**src/rtc_pkg.sv**
```systemverilog
// package for the time and date counter block: register map, field layout,
// timing constants and bus carrier types.
// assumes an ahb-lite master with 32-bit data and a single 125 MHz clock.
package rtc_pkg;

    // **********
    // register map (byte addresses, one aligned word each)
    // **********
    localparam logic [7:0] YEAR_MONTH_ADDR  = 8'h00; // year offset and month
    localparam logic [7:0] DAY_WEEKDAY_ADDR = 8'h04; // day and weekday
    localparam logic [7:0] HOUR_MINUTE_ADDR = 8'h08; // hours and minutes
    localparam logic [7:0] SECOND_ADDR      = 8'h0C; // seconds
    localparam logic [7:0] CONTROL_ADDR     = 8'h10; // unlock code and soft reset
    localparam logic [7:0] STATE_ADDR       = 8'h14; // unstable and unlocked flags

    // **********
    // field layout
    // **********
    localparam int YEAR_LSB    = 8;  // year offset in 15:8
    localparam int YEAR_W      = 8;
    localparam int MONTH_W     = 4;  // month in 3:0
    localparam int WEEKDAY_LSB = 8;  // weekday in 10:8
    localparam int WEEKDAY_W   = 3;
    localparam int DAY_W       = 5;  // day in 4:0
    localparam int HOUR_LSB    = 8;  // hours in 12:8
    localparam int HOUR_W      = 5;
    localparam int MINUTE_W    = 6;  // minutes in 5:0
    localparam int SECOND_W    = 6;  // seconds in 5:0
    localparam int UNLOCK_W    = 2;  // unlock code in control 1:0
    localparam int SOFT_RESET_BIT = 8;    // control bit that pulses a soft reset
    localparam int UNSTABLE_BIT   = 0;    // state bit 0
    localparam int UNLOCKED_BIT   = 1;    // state bit 1

    // **********
    // reset and limit values
    // **********
    localparam logic [7:0] YEAR_RESET  = 8'h00;  // base year itself
    localparam logic [3:0] MONTH_RESET = 4'h1;
    localparam logic [4:0] DAY_RESET   = 5'h01;
    localparam logic [3:0] MONTH_LAST  = 4'hC;
    localparam logic [3:0] FEBRUARY    = 4'h2;
    localparam logic [2:0] WEEKDAY_LAST = 3'h6;  // saturday
    localparam logic [4:0] HOUR_LAST   = 5'h17;  // 23
    localparam logic [5:0] MINUTE_LAST = 6'h3B;  // 59
    localparam logic [1:0] UNLOCK_FIRST  = 2'h1; // unlock code, first write
    localparam logic [1:0] UNLOCK_SECOND = 2'h2; // unlock code, second write
    localparam logic [31:0] ERROR_DATA = 32'hFFFFFFFF;

    // **********
    // timing
    // **********
    localparam int CLK_HZ          = 125_000_000;
    localparam int UNLOCK_WINDOW_S = 2;   // window after unlock
    localparam int POWERUP_WINDOW_S = 15; // window after power-on
    localparam int UNSTABLE_CYCLES = 4;   // flag held around each tick

    // **********
    // bus carrier
    // **********
    typedef struct packed {
        logic        write;  // latched hwrite
        logic [7:0]  addr;   // latched low address bits
        logic        valid;  // data phase belongs to a real transfer
    } bus_phase_type;

    typedef enum logic [2:0] {
        BUS_IDLE  = 3'b001,  // ready, no pending transfer
        BUS_ERR1  = 3'b010,  // first error cycle, hready low
        BUS_ERR2  = 3'b100   // second error cycle, hready high
    } bus_state_type;

endpackage : rtc_pkg

```
**src/rtc_counter_regs.sv**
```systemverilog
// time and date counters behind an ahb-lite register slave.
// assumes one clock, single-word transfers, and a one-second tick derived
// here from the bus clock by a parameterised divider.
// one second is TICK_CYCLES clocks.
// hsize ignored; whole words only.
// counters keep any value written.
//
// Notes on behaviour
// year is signed offset from 2112
// month codes 1..12, others reserved
// month write loads counter directly
// soft reset keeps month and year
// weekday 0 sunday to 6 saturday
// day field low five bits, 1..31
// software computes and writes the weekday
// day reads harmless; writes load both
// soft reset keeps day and weekday
// hours in 12:8, 0..23
// minutes in 5:0, 0..59
// time counters cleared only by power-on
// seconds low six bits, 0..59
// reserved bits ignore writes, read zero
// bad or locked writes give error
// reserved reads give error, all ones
// valid reads always accepted
// all protected except unlock bits; the soft reset bit 8 is also taken while locked
// bit 0 flags unstable counters
// software writes only valid values
// word-aligned registers, 16 bits wide
// unlock opens two-second write window
// fifteen-second window after power-on
// month lengths and leap years handled
// seconds ripple into all higher counters

module rtc_counter_regs
    import rtc_pkg::*;
#(
    parameter int unsigned TICK_CYCLES   = CLK_HZ,                    // cycles per second
    parameter int unsigned UNLOCK_CYCLES = UNLOCK_WINDOW_S * CLK_HZ,  // 2 s
    parameter int unsigned POWERUP_CYCLES = POWERUP_WINDOW_S * CLK_HZ // 15 s
) (
    input  wire logic        CLK_I,
    input  wire logic        RESETN_I,
    input  wire logic        HSEL_I,
    input  wire logic [31:0] HADDR_I,
    input  wire logic [1:0]  HTRANS_I,
    input  wire logic        HWRITE_I,
    input  wire logic [2:0]  HSIZE_I,
    input  wire logic        HREADY_I,
    input  wire logic [31:0] HWDATA_I,
    output logic      [31:0] HRDATA_O,
    output logic             HREADYOUT_O,
    output logic             HRESP_O,
    output logic             UNSTABLE_O,
    output logic             SECOND_TICK_O
);

    // **********
    // helpers
    // **********

    // days in a month; leap year when the full year divides by four
    // (2112 does, so offset mod 4 decides; years 2100 and 2200 lie in range and count as leap)
    function automatic logic [4:0] month_days(input logic [3:0] m,
                                              input logic [7:0] yr);
        case (m)
            4'h4, 4'h6, 4'h9, 4'hB: month_days = 5'h1E;
            FEBRUARY:               month_days = (yr[1:0] == 2'h0) ? 5'h1D : 5'h1C;
            default:                month_days = 5'h1F;
        endcase
    endfunction : month_days

    // true for the six mapped word offsets
    function automatic logic is_mapped(input logic [7:0] a);
        is_mapped = (a == YEAR_MONTH_ADDR) || (a == DAY_WEEKDAY_ADDR) ||
                    (a == HOUR_MINUTE_ADDR) || (a == SECOND_ADDR) ||
                    (a == CONTROL_ADDR) || (a == STATE_ADDR);
    endfunction : is_mapped

    // **********
    // state
    // **********

    // counters
    logic signed [YEAR_W-1:0] year_q;     // year offset from base year
    logic [MONTH_W-1:0]   month_q;        // month counter
    logic [DAY_W-1:0]     day_q;          // day of month
    logic [WEEKDAY_W-1:0] weekday_q;      // weekday counter
    logic [HOUR_W-1:0]    hour_q;         // hours
    logic [MINUTE_W-1:0]  minute_q;       // minutes
    logic [SECOND_W-1:0]  second_q;       // seconds

    // divider and window
    logic [31:0]          tick_cnt_q;     // divider toward the one-second tick
    logic                 tick;           // one-cycle second tick
    logic [31:0]          window_cnt_q;   // remaining write-window cycles
    logic                 unlock_armed_q; // first unlock code seen
    logic                 soft_reset_q;   // soft reset pulse, nothing here clears on it

    // bus side
    bus_phase_type        phase_q;        // latched address phase
    bus_state_type        bus_q;          // error sequencer

    // decode
    logic                 addr_take;      // address phase accepted this cycle
    logic                 wr_ok;          // data phase write lands
    logic                 wr_err;         // data phase write refused
    logic                 rd_err;         // data phase read refused
    logic                 unlocked;       // writes currently allowed

    // read path
    logic [31:0]          rdata;          // read mux

    // **********
    // one-second divider and unstable window
    // **********

    // last count
    assign tick = (tick_cnt_q == TICK_CYCLES - 1);

    // free-running divider; counters move only on its wrap
    // no soft reset here
    always_ff @(posedge CLK_I or negedge RESETN_I) begin
        if (!RESETN_I) begin
            tick_cnt_q <= 32'h00000000;
        end else if (tick) begin
            tick_cnt_q <= 32'h00000000;
        end else begin
            tick_cnt_q <= tick_cnt_q + 32'h00000001;
        end
    end

    // flag stands a few cycles either side of the tick so software can
    // avoid reading a half-rippled value
    // high 2x+1 cycles
    always_ff @(posedge CLK_I or negedge RESETN_I) begin
        if (!RESETN_I) begin
            UNSTABLE_O <= 1'b0;
        end else begin
            UNSTABLE_O <= (tick_cnt_q >= TICK_CYCLES - 1 - UNSTABLE_CYCLES) ||
                          (tick_cnt_q < UNSTABLE_CYCLES);
        end
    end

    // tick exported as a registered pulse
    // counters moved last cycle
    always_ff @(posedge CLK_I or negedge RESETN_I) begin
        if (!RESETN_I) begin
            SECOND_TICK_O <= 1'b0;
        end else begin
            SECOND_TICK_O <= tick;
        end
    end

    // **********
    // write protection
    // **********

    // open while nonzero
    assign unlocked = (window_cnt_q != 32'h00000000);

    // window opens for 15 s at power-on and 2 s after the code pair;
    // any other code on the unlock bits closes it at once
    always_ff @(posedge CLK_I or negedge RESETN_I) begin
        if (!RESETN_I) begin
            window_cnt_q   <= POWERUP_CYCLES;
            unlock_armed_q <= 1'b0;
        end else if (wr_ok && phase_q.addr == CONTROL_ADDR) begin
            // unlock bits accepted even while locked, see
            if (HWDATA_I[UNLOCK_W-1:0] == UNLOCK_FIRST) begin
                // arm; window shuts
                unlock_armed_q <= 1'b1;
                window_cnt_q   <= 32'h00000000;
            end else if (unlock_armed_q && HWDATA_I[UNLOCK_W-1:0] == UNLOCK_SECOND) begin
                // pair done: open
                unlock_armed_q <= 1'b0;
                window_cnt_q   <= UNLOCK_CYCLES;
            end else begin
                // other code locks
                unlock_armed_q <= 1'b0;
                window_cnt_q   <= 32'h00000000;
            end
        end else if (unlocked) begin
            // zero locks
            window_cnt_q <= window_cnt_q - 32'h00000001;
        end
    end

    // soft reset pulse; counters deliberately ignore it
    // nothing reads it yet
    always_ff @(posedge CLK_I or negedge RESETN_I) begin
        if (!RESETN_I) begin
            soft_reset_q <= 1'b0;
        end else begin
            soft_reset_q <= wr_ok && phase_q.addr == CONTROL_ADDR &&
                            HWDATA_I[SOFT_RESET_BIT];
        end
    end

    // **********
    // ahb-lite slave
    // **********

    // taken while ready
    assign addr_take = HSEL_I && HREADY_I && HTRANS_I[1];

    // data-phase classification; control stays writable while locked
    assign wr_ok  = phase_q.valid && phase_q.write && bus_q == BUS_IDLE &&
                    is_mapped(phase_q.addr) && phase_q.addr != STATE_ADDR &&
                    (unlocked || phase_q.addr == CONTROL_ADDR);
    assign wr_err = phase_q.valid && phase_q.write && !wr_ok;
    assign rd_err = phase_q.valid && !phase_q.write &&
                    !is_mapped(phase_q.addr);

    // latch the address phase
    always_ff @(posedge CLK_I or negedge RESETN_I) begin
        if (!RESETN_I) begin
            phase_q <= '0;
        end else if (HREADYOUT_O) begin
            // held through errors
            phase_q.valid <= addr_take;
            phase_q.write <= HWRITE_I;
            phase_q.addr  <= {HADDR_I[7:2], 2'b00};
        end
    end

    // two-cycle error response as the bus requires
    always_ff @(posedge CLK_I or negedge RESETN_I) begin
        if (!RESETN_I) begin
            bus_q       <= BUS_IDLE;
            HREADYOUT_O <= 1'b1;
            HRESP_O     <= 1'b0;
        end else begin
            case (bus_q)
                BUS_IDLE: begin
                    if (addr_take && HREADYOUT_O) begin
                        // decide next data phase now so outputs stay registered
                        if ((HWRITE_I && (!is_mapped({HADDR_I[7:2], 2'b00}) ||
                             {HADDR_I[7:2], 2'b00} == STATE_ADDR ||
                             (!unlocked && {HADDR_I[7:2], 2'b00} != CONTROL_ADDR))) ||
                            (!HWRITE_I && !is_mapped({HADDR_I[7:2], 2'b00}))) begin
                            bus_q       <= BUS_ERR1;
                            HREADYOUT_O <= 1'b0;
                            HRESP_O     <= 1'b1;
                        end
                    end
                end

                BUS_ERR1: begin
                    bus_q       <= BUS_ERR2;
                    HREADYOUT_O <= 1'b1;
                end

                BUS_ERR2: begin
                    bus_q   <= BUS_IDLE;
                    HRESP_O <= 1'b0;
                end

                default: begin
                    bus_q       <= BUS_IDLE;
                    HREADYOUT_O <= 1'b1;
                    HRESP_O     <= 1'b0;
                end
            endcase
        end
    end

    // read mux; reserved bits come back as zero
    // live address decode
    always_comb begin
        rdata = 32'h00000000;
        case ({HADDR_I[7:2], 2'b00})
            YEAR_MONTH_ADDR:  rdata = {16'h0000, year_q, 4'h0, month_q};
            DAY_WEEKDAY_ADDR: rdata = {16'h0000, 5'h00, weekday_q, 3'h0, day_q};
            HOUR_MINUTE_ADDR: rdata = {16'h0000, 3'h0, hour_q, 2'h0, minute_q};
            SECOND_ADDR:      rdata = {24'h000000, 2'h0, second_q};
            CONTROL_ADDR:     rdata = 32'h00000000;
            STATE_ADDR:       rdata = {30'h00000000, unlocked, UNSTABLE_O};
            default:          rdata = ERROR_DATA;
        endcase
    end

    // read data sampled at the address phase, shown in the data phase;
    // reads never touch any counter, see
    always_ff @(posedge CLK_I or negedge RESETN_I) begin
        if (!RESETN_I) begin
            HRDATA_O <= 32'h00000000;
        end else if (addr_take && HREADYOUT_O && !HWRITE_I) begin
            // stands till next read
            HRDATA_O <= rdata;
        end
    end

    // **********
    // time counters: a write wins over the tick for the same register
    // **********

    always_ff @(posedge CLK_I or negedge RESETN_I) begin
        if (!RESETN_I) begin
            second_q <= '0;
        end else if (wr_ok && phase_q.addr == SECOND_ADDR) begin
            second_q <= HWDATA_I[SECOND_W-1:0];
        end else if (tick) begin
            second_q <= (second_q == MINUTE_LAST) ? '0 : second_q + 1'b1;
        end
    end

    // ripple carries
    logic carry_min;   // seconds wrap this tick
    logic carry_hour;  // minutes wrap too
    logic carry_day;   // hours wrap too
    logic carry_mon;   // day passes month end
    logic carry_year;  // december ends

    assign carry_min  = tick && second_q == MINUTE_LAST;
    assign carry_hour = carry_min && minute_q == MINUTE_LAST;
    assign carry_day  = carry_hour && hour_q == HOUR_LAST;
    assign carry_mon  = carry_day && day_q >= month_days(month_q, year_q);
    assign carry_year = carry_mon && month_q >= MONTH_LAST;

    // hours and minutes
    // write drops carry
    always_ff @(posedge CLK_I or negedge RESETN_I) begin
        if (!RESETN_I) begin
            hour_q   <= '0;
            minute_q <= '0;
        end else if (wr_ok && phase_q.addr == HOUR_MINUTE_ADDR) begin
            hour_q   <= HWDATA_I[HOUR_LSB +: HOUR_W];
            minute_q <= HWDATA_I[MINUTE_W-1:0];
        end else begin
            if (carry_min) begin
                minute_q <= (minute_q == MINUTE_LAST) ? '0 : minute_q + 1'b1;
            end
            if (carry_hour) begin
                hour_q <= (hour_q == HOUR_LAST) ? '0 : hour_q + 1'b1;
            end
        end
    end

    // day and weekday; weekday just cycles, it is never derived from the date
    // month end from table
    always_ff @(posedge CLK_I or negedge RESETN_I) begin
        if (!RESETN_I) begin
            day_q     <= DAY_RESET;
            weekday_q <= '0;
        end else if (wr_ok && phase_q.addr == DAY_WEEKDAY_ADDR) begin
            day_q     <= HWDATA_I[DAY_W-1:0];
            weekday_q <= HWDATA_I[WEEKDAY_LSB +: WEEKDAY_W];
        end else if (carry_day) begin
            day_q     <= carry_mon ? DAY_RESET : day_q + 1'b1;
            weekday_q <= (weekday_q >= WEEKDAY_LAST) ? '0 : weekday_q + 1'b1;
        end
    end

    // month and year; values are stored as written, with no validation
    // december rolls the year
    always_ff @(posedge CLK_I or negedge RESETN_I) begin
        if (!RESETN_I) begin
            month_q <= MONTH_RESET;
            year_q  <= YEAR_RESET;
        end else if (wr_ok && phase_q.addr == YEAR_MONTH_ADDR) begin
            month_q <= HWDATA_I[MONTH_W-1:0];
            year_q  <= HWDATA_I[YEAR_LSB +: YEAR_W];
        end else if (carry_mon) begin
            month_q <= carry_year ? MONTH_RESET : month_q + 1'b1;
            if (carry_year) begin
                year_q <= year_q + 8'sh01;   // wraps 127 to -128
            end
        end
    end

endmodule : rtc_counter_regs

```
**config.mk**
```make
export PLATFORM = sky130hd
export DESIGN_NAME = rtc_counter_regs
export DESIGN_NICKNAME = d
export VERILOG_FILES = /design/src/rtc_pkg.sv /design/src/rtc_counter_regs.sv
export SDC_FILE = /design/constraint.sdc
export NUM_CORES = 1
export LEC_CHECK = 0
export ABC_AREA = 1
export BUFFER_PORTS_ARGS = -buffer_cell sky130_fd_sc_hd__buf_2
export CORE_MARGIN = 5
export CORE_UTILIZATION = 45
export CTS_BUF_LIST = sky130_fd_sc_hd__clkbuf_16
export DETAILED_ROUTE_END_ITERATION = 8
export HOLD_SLACK_MARGIN = 0.02
export SLEW_MARGIN = 20
export SYNTH_ARGS = -nofsm -noshare
export SYNTH_HDL_FRONTEND = slang
export SYNTH_SLANG_ARGS = --single-unit
```
**constraint.sdc**
```tcl
create_clock -name CLK_I -period 2.66 [get_ports CLK_I]
set_input_delay 0.133 -clock CLK_I [delete_from_list [all_inputs] [get_ports CLK_I]]
set_output_delay 0.133 -clock CLK_I [all_outputs]
set_load 0.1 [all_outputs]
```
Yosys cells after proc, flatten, opt, wreduce, memory -nomap -nowiden. Cells that the tools add are included.

Memory bits (writable): 0. Logic and storage cells: 159. Memory bits (read-only): 0. Memories: 0. Output and inout bits: 36. Flip-flop bits (word level): 149. Bits in latches: 0.

$lt $le $gt $ge: 5. Divide/modulo/power cells: 0. $mul: 0. Equality and inequality tests: 28. $add $sub $neg: 9. Shift operators: 0. Muxes and demuxes: 39. Bitwise logic cells: 2. Reduce and logical (&&, ||, !) cells: 57.

Operators by type and width (count): 32-bit one-hot mux with 6 select lines (1); 32-bit 2-to-1 mux (3); 28-bit 2-to-1 mux (2); 6-bit 2-to-1 mux (6); 32-bit by 1-bit adder with 32-bit output, second input constant (1); 32-bit by 27-bit == test with 1-bit output, second input constant (1); 32-bit by 27-bit >= comparator with 1-bit output, second input constant (1); 32-bit by 3-bit < comparator with 1-bit output, second input constant (1); 32-bit nonzero test (1); 32-bit by 1-bit subtractor with 32-bit output, second input constant (1); 5-bit 2-to-1 mux (6); 6-bit by 2-bit == test with 1-bit output, second input constant (4); 6-bit by 3-bit == test with 1-bit output, second input constant (4); 8-bit 2-to-1 mux (3); 1-bit logical AND (23); 1-bit logical OR (15); 3-bit 2-to-1 mux (5); 2-bit nonzero test (7); 6-bit by 1-bit adder with 6-bit output, second input constant (2); 6-bit by 1-bit == test with 1-bit output, second input constant (2); 6-bit == test, second input constant (2); 4-bit 2-to-1 mux (3); 6-bit by 3-bit != test with 1-bit output, second input constant (2); 5-bit by 1-bit adder with 5-bit output, second input constant (2); 28 further kinds (42).

Depth between registers and ports, before layout. Gate-level depths: netlist (run 1).

Word-level depth: 14. Depth in mapped cells: 16. Gate-level depth less buffers: 16.

Least setup slack after synthesis (run 1). No wires, ideal clock.

Path type: flip-flop to flip-flop. Start: register month_q[0]. End: register year_q[2]. Clock period less this slack: 2.340 ns. Setup time: 0.065 ns. Slack: 0.320 ns. Stages on the path, launching flop included: 14. Required time: 2.595 ns. Arrival time: 2.275 ns. Cell sequence: dfstp_2 ha_1 o21ai_0 a21oi_1 a21oi_1 ha_1 inv_1 nand2_1 a21oi_1 nor3_1 nand4_2 nand2_2 nand2_1 nand2_1.

Word-level cells in the longest chain between the ends: 8.

RTL lines: from (decl) (RTL line rtc_counter_regs.sv:86) `logic [MONTH_W-1:0] month_q;`; from (signal assigned) (RTL line rtc_counter_regs.sv:362) `month_q <= HWDATA_I[MONTH_W-1:0];`; from (signal assigned) (RTL line rtc_counter_regs.sv:365) `month_q <= carry_year ? MONTH_RESET : month_q + 1'b1;`; 4-bit by 3-bit == test with 1-bit output / 4-bit == test (equally long branches) (RTL line rtc_counter_regs.sv:66) `case (m)`; 4-bit OR reduction (RTL line rtc_counter_regs.sv:66); 2-bit one-hot mux with 2 select lines (RTL line rtc_counter_regs.sv:66); 5-bit >= comparator (RTL line rtc_counter_regs.sv:318) `assign carry_mon = carry_day && day_q >= month_days(month_q, year_q);`; 1-bit logical AND (RTL line rtc_counter_regs.sv:318); 1-bit logical AND (RTL line rtc_counter_regs.sv:319) `assign carry_year = carry_mon && month_q >= MONTH_LAST;`; 2-bit nonzero test (no line); 2-bit AND reduction (no line) (*); to (signal assigned) (RTL line rtc_counter_regs.sv:363) `year_q <= HWDATA_I[YEAR_LSB +: YEAR_W];`; to (signal assigned) (RTL line rtc_counter_regs.sv:367) `year_q <= year_q + 8'sh01;`; to (decl) (RTL line rtc_counter_regs.sv:85) `logic signed [YEAR_W-1:0] year_q;`.

Mark *: on every way between the ends. The rest lies on a longest branch, timed or not. A chain may end at the register's enable or synchronous reset.

Final worst setup path (run 1).
Start: register month_q[0]. End: register year_q[4].

The elaborated chain is that of the path after synthesis.

==> results of run 1 <==
[stage by stage]
step	instances	utilization (%)	setup WS, ns	area (µm²)
final	1466	52.1	0.162	9690
after global routing	1466	52.1	0.0322	9690
after CTS	1466	52.1	0.191	9690
after detailed placement	1416	47.9	0.199	8890
after global placement	1416	47.9	0.216	8890
after floorplan	1141	-	0.320	8410
[cells in the final DEF, fill, tap and decap left out, drive strengths merged, types with 16 or more instances in the layout]
cell / n
ha: 16
inv: 168
nor2: 156
nand3: 109
nand2: 248
nand4: 32
xor2: 37
xnor2: 17
dfrtp: 113
dlygate4sd3: 18
a21oi: 49
nor3: 43
dfstp: 19
o21ai: 52
clkbuf: 17
buf: 71
[state kept, by name, indices dropped and copies added (netlist names)]
register / cells
tick_cnt_q: 32
window_cnt_q: 32
HRDATA_O: 15
phase_q: 8
year_q: 8
minute_q: 6
second_q: 6
day_q: 5
hour_q: 5
month_q: 4
bus_q: 3
weekday_q: 3
HREADYOUT_O: 1
HRESP_O: 1
SECOND_TICK_O: 1
UNSTABLE_O: 1
unlock_armed_q: 1
[metal layers]
| metal | up-vias | GRT usage (%) |
|---|---|---|
| met5 | - | 0 |
| met4 | 0 | 6.07 |
| met3 | 27 | 4.13 |
| met2 | 204 | 32.8 |
| met1 | 3700 | 30.5 |
| li1 | 3865 | - |
[where the power goes]
part / leakage (nW) / internal [mW] / total [mW] / switching [mW]
Combinational: 3.02 / 0.520 / 2.67 / 2.15
Sequential: 1.47 / 2.31 / 2.59 / 0.279
Clock: 0.308 / 1.56 / 2.47 / 0.912
Total: 4.80 / 4.39 / 7.73 / 3.34
[logic make-up (layout without fill, tap and decap cells)]
kind of cell | after synthesis | after routing | synth area share (%)
DFF | 132 | 132 | 39.5
and+or+nand+nor | 602 | 602 | 32.8
buffers and inverters | 200 | 291 | 10.1
xor gates and xnor gates | 54 | 54 | 5.62
adders and majority gates | 16 | 16 | 2.38
muxes | 3 | 3 | 0.401
AOI/OAI and AO/OA | 134 | 134 | 9.10
[area by class of cell]
cell class / count / area, µm²
timing repair buffer: 89 / 579
fill: 1843 / 8890
clock buffer: 17 / 425
sequential: 132 / 3330
clock inverter: 15 / 191
inverter: 170 / 639
multi-input combinational: 809 / 4230
tap: 234 / 293
[worst min path at each step]
stage,from,endpoint,depth (start not counted)
floorplan,RESETN_I,HRDATA_O[0],0
global placement,RESETN_I,window_cnt_q[16],1
detailed placement,RESETN_I,window_cnt_q[16],1
CTS,HWDATA_I[13],year_q[5],5
global route,HADDR_I[3],phase_q[4],3
finish,HWDATA_I[13],year_q[5],5
[critical path: cells and delay by family (launching register included)]
kind / cells / cell delay [ns]
AOI/OAI and AO/OA: 4 / 0.48
buffers and inverters: 3 / 0.30
and+or+nand+nor: 6 / 0.58
DFF: 1 / 0.58
adders and majority gates: 2 / 0.45
==> flow_metrics.env, run 1 <==
export IMPL_chipWidth_um=147
export IMPL_path_class="register to register"
export IMPL_fin_crit_sh_pct=93.9
export IMPL_cts_root_buf="clkbuf_16"
export IMPL_cp_required_ns=2.98
export IMPL_dieArea_um2=21500
export IMPL_rsz0062_at_grt="false"
export IMPL_antenna_found_initial=0
export IMPL_area_growth_pct=15.2
export IMPL_top_layer_used="met4"
export IMPL_wl_mm=22.7
export IMPL_num_rows=50
export IMPL_endpoint="year_q[4]"
export IMPL_wl_per_cell_um=15.5
export IMPL_setup_tns_ns=0
export IMPL_synthArstFlopShare_pct=100
export IMPL_cts_path_max_buffers=2
export IMPL_cts_max_level=4
export IMPL_cts_resized=0
export IMPL_cts_buffers=17
export IMPL_arrival_ns=2.82
export IMPL_timing_rr_end="year_q[4]"
export IMPL_maxSlewHeadroom_pct=57.1
export IMPL_cts_setup_buffers=0
export IMPL_antenna_cells=0
export IMPL_synthTopCellsByArea="dfrtp_1, nand2_1, inv_1"
export IMPL_grt_pass1_vias=7295
export IMPL_gp_congestion=0.929
export IMPL_ys_warn_count=0
export IMPL_core_um2=18600
export IMPL_initial_core_util_pct=45.3
export IMPL_grt_overflow_total=0
export IMPL_worstSetupStartpointType="register"
export IMPL_clock_latency_ns=0.43
export IMPL_synth_nets=1231
export IMPL_crit_chain="inv_1, ha_1, o21ai_0, a21oi_1, a21oi_1, ha_1, inv_1, nand2_1, a21oi_1, nor3_1, buf_4, nand4_2, nand2_2, nand2_1, nand2_1"
export IMPL_p_per_area_nw_per_um2=798
export IMPL_crit_path_end_kind="register"
export IMPL_crit_path_max_fanout=7
export IMPL_peakVddDrop_mv=0.463
export IMPL_worst_pin_slew_ns=0.643
export IMPL_synth_avg_cell_area_um2=7.37
export IMPL_max_stage_delay_ns=0.58
export IMPL_grt_pass1_wl_mm=37.0
export IMPL_synth_main_ff_cell="dfrtp_1"
export IMPL_cts_num_sinks=132
export IMPL_yosysMostFrequentCell="nand2_1"
export IMPL_io_pins=110
export IMPL_clk_pin_slew_ns=0.06
export IMPL_cts_tree="yes"
export IMPL_cts_hold_buf=18
export IMPL_wl_met2_mm=10.2
export IMPL_ys_types=48
export IMPL_numPortBuffers=61
export IMPL_clock_skew_ns=0.0165
export IMPL_ant_nets=0
export IMPL_fmax_mhz=400
export IMPL_wl_met1_mm=10.9
export IMPL_dr_first_iter_drc_count=664
export IMPL_synth_largest_area_cell="dfrtp_1"
export IMPL_num_vias=7796
export IMPL_synth_seq_cells=132
export IMPL_fin_crit_ns=2.50
export IMPL_p_leak_nw=4.80
export IMPL_syn_area_um2=8410
export IMPL_final_setup_viol_count=0
export IMPL_r2r_slack_ns=0.16
export IMPL_cap_violations=0
export IMPL_crit_path_start="month_q[0]"
export IMPL_crit_path_top_delay_cell="dfstp_2"
export IMPL_wl_met3_mm=1.18
export IMPL_synthTopCellsByCount="nand2_1, inv_1, nor2_1"
export IMPL_holdWs_ns=0.0334
export IMPL_die_height_um=147
export IMPL_dp_final_hpwl_mm=16.9
export IMPL_slew_viol_final=0
export IMPL_total_power_mw=7.73
export IMPL_grt_max_degree=77
export IMPL_synth_edf_count=0
export IMPL_netlist_area_leader_share_pct=33.6
export IMPL_drive_gt1_share_pct=14.3
export IMPL_drc=0
export IMPL_hold_violations=0
export IMPL_outcome="completed"
export IMPL_grt_usage_pct=21.3
export IMPL_hold_class="primary input to register"
export IMPL_synthCells=1141
export IMPL_final_net_count=1309
export IMPL_dr_pass1_iters=5
export IMPL_yosysSeqAreaShare_pct=39.5
export IMPL_viasPerCell=5.32
export IMPL_reg2reg_depth=15
export IMPL_reg2reg_from="month_q[0]"
(Power assumes the default switching activity.)
==> run 2: changes to the inputs <==
==> constraint.sdc (replaced) <==
create_clock -name CLK_I -period 2.5 [get_ports CLK_I]
set_input_delay 0.125 -clock CLK_I [delete_from_list [all_inputs] [get_ports CLK_I]]
set_output_delay 0.125 -clock CLK_I [all_outputs]
set_load 0.1 [all_outputs]
==> flow_metrics.env, run 2 (same netlist as run 1, synthesis figures left out) <==
export IMPL_worst_pin_slew_ns=0.681
export IMPL_numPortBuffers=61
export IMPL_crit_chain="ha_2, o21ai_0, a21oi_1, a21oi_1, ha_1, inv_1, nand2_1, a21oi_1, nor3_1, buf_4, nand4_4, nand2_4, nand2_1, nand2_1"
export IMPL_cts_root_buf="clkbuf_16"
export IMPL_clock_latency_ns=0.43
export IMPL_layout_commonest_cell="nand2_1"
export IMPL_arrival_ns=2.75
export IMPL_cts_max_level=4
export IMPL_use_met2_pct=33.2
export IMPL_hold_violations=0
export IMPL_dr_first_iter_drc_count=554
export IMPL_cap_violations=0
export IMPL_crit_path_max_fanout=7
export IMPL_grt_max_degree=71
export IMPL_hold_class="primary input to register"
export IMPL_slew_viol_final=0
export IMPL_dp_final_hpwl_mm=16.9
export IMPL_clock_skew_ns=0.0111
export IMPL_die_height_um=147
export IMPL_initial_core_util_pct=45.3
export IMPL_antenna_found_initial=0
export IMPL_grt_pass1_vias=7482
export IMPL_cts_path_max_buffers=2
export IMPL_drive_gt1_share_pct=14.7
export IMPL_crit_path_top_delay_cell="dfstp_2"
export IMPL_final_net_count=1312
export IMPL_area_growth_pct=16.1
export IMPL_rsz0062_at_grt="true"
export IMPL_worstSetupStartpointType="register"
export IMPL_num_rows=50
export IMPL_peakVddDrop_mv=0.512
export IMPL_ant_nets=0
export IMPL_maxSlewHeadroom_pct=54.6
export IMPL_utilization_pct=52.6
export IMPL_final_cell_mix="nand2_1, inv_1, nor2_1, dfrtp_1, nand3_1"
export IMPL_final_setup_viol_count=0
export IMPL_io_pins=110
export IMPL_cts_tree="yes"
export IMPL_core_um2=18600
export IMPL_max_stage_delay_ns=0.60
export IMPL_fin_crit_sh_pct=95.3
export IMPL_path_class="register to register"
export IMPL_grt_overflow_total=0
export IMPL_wl_mm=22.5
export IMPL_chipWidth_um=147
export IMPL_reg2reg_depth=14
export IMPL_fin_ws_ns=0.118
export IMPL_gp_congestion=0.939
export IMPL_reg_top3="tick_cnt_q (32), window_cnt_q (32), HRDATA_O (15)"
export IMPL_total_power_mw=8.36
export IMPL_met3_usage_pct=4.44
export IMPL_fin_area_um2=9770
export IMPL_p_leak_nw=4.84
export IMPL_grt_usage_pct=21.5
export IMPL_wl_per_cell_um=15.3
export IMPL_antenna_cells=0
export IMPL_drc=0
export IMPL_dr_pass1_iters=8
export IMPL_clk_pin_slew_ns=0.06
export IMPL_fmax_mhz=420
export IMPL_fin_crit_ns=2.38
export IMPL_busiest_layer="met2"
export IMPL_cts_num_sinks=132
export IMPL_cp_required_ns=2.87
export IMPL_viasPerCell=5.23
export IMPL_num_vias=7681
export IMPL_met1_usage_pct=30.6
export IMPL_min_path_cells=3
export IMPL_dpl_cell_area_um2=8920
export IMPL_dieArea_um2=21500
export IMPL_p_per_area_nw_per_um2=856
export IMPL_outcome="completed"
export IMPL_grt_pass1_wl_mm=37.8
export IMPL_cts_buffers=17
export IMPL_place_ws_ns=0.00960
export IMPL_crit_path_end_kind="register"
==> run 2: timing repair <==
action,in CTS,in global routing
gates resized for setup,0,9
endpoints found under the setup margin,0,15
setup buffers,0,1
hold endpoints to repair,76,0
hold buffers,16,0
==> run 2: worst max-delay path, delay by kind of cell, from the launching register on <==
family / cells / cell delay, ns
adders and majority gates: 2 / 0.48
buffers and inverters: 2 / 0.22
DFF: 1 / 0.60
and+or+nand+nor: 6 / 0.66
AOI/OAI and AO/OA: 4 / 0.36
==> run 2: worst paths after layout <==
kind / slack, ns / start / endpoint
max in group asynchronous: 1.44 / RESETN_I / window_cnt_q[24]
min reg2reg: 0.50 / bus_q[2] / bus_q[2]
max reg2reg: 0.12 / month_q[0] / year_q[4]
min: 0.02 / HWDATA_I[2] / day_q[2]
max: 0.12 / month_q[0] / year_q[4]
min in group asynchronous: 0.28 / RESETN_I / window_cnt_q[16]
==> run 2: cell type report <==
cell class / count / area [µm²]
Clock buffer: 17 / 425
Clock inverter: 15 / 214
Fill cell: 1790 / 8810
Inverter: 170 / 639
Multi-Input combinational cell: 809 / 4270
Sequential cell: 132 / 3330
Tap cell: 234 / 293
Timing Repair Buffer: 92 / 597
==> run 2: power by group <==
group / total [mW] / internal [mW] / switching [mW] / leakage, nW
combinational: 2.86 / 0.558 / 2.30 / 3.05
clock: 2.74 / 1.76 / 0.982 / 0.317
sequential: 2.76 / 2.46 / 0.297 / 1.47
total: 8.36 / 4.78 / 3.58 / 4.84
==> run 2: through the flow <==
stage	hold WS, ns	std cells	TNS, ns
floorplan	-0.171	1141	0
global placement	0.190	1420	0
detailed placement	0.191	1420	0
CTS	0.0218	1468	0
global route	0.0278	1469	-0.350
finish	0.0200	1469	0
==> run 2: layer usage <==
layer  vias up  share of wire (%)
met4         0                1.8
met1      3583                 48
li1       3859                  -
met5         -                  0
met3        35                5.4
met2       204                 45
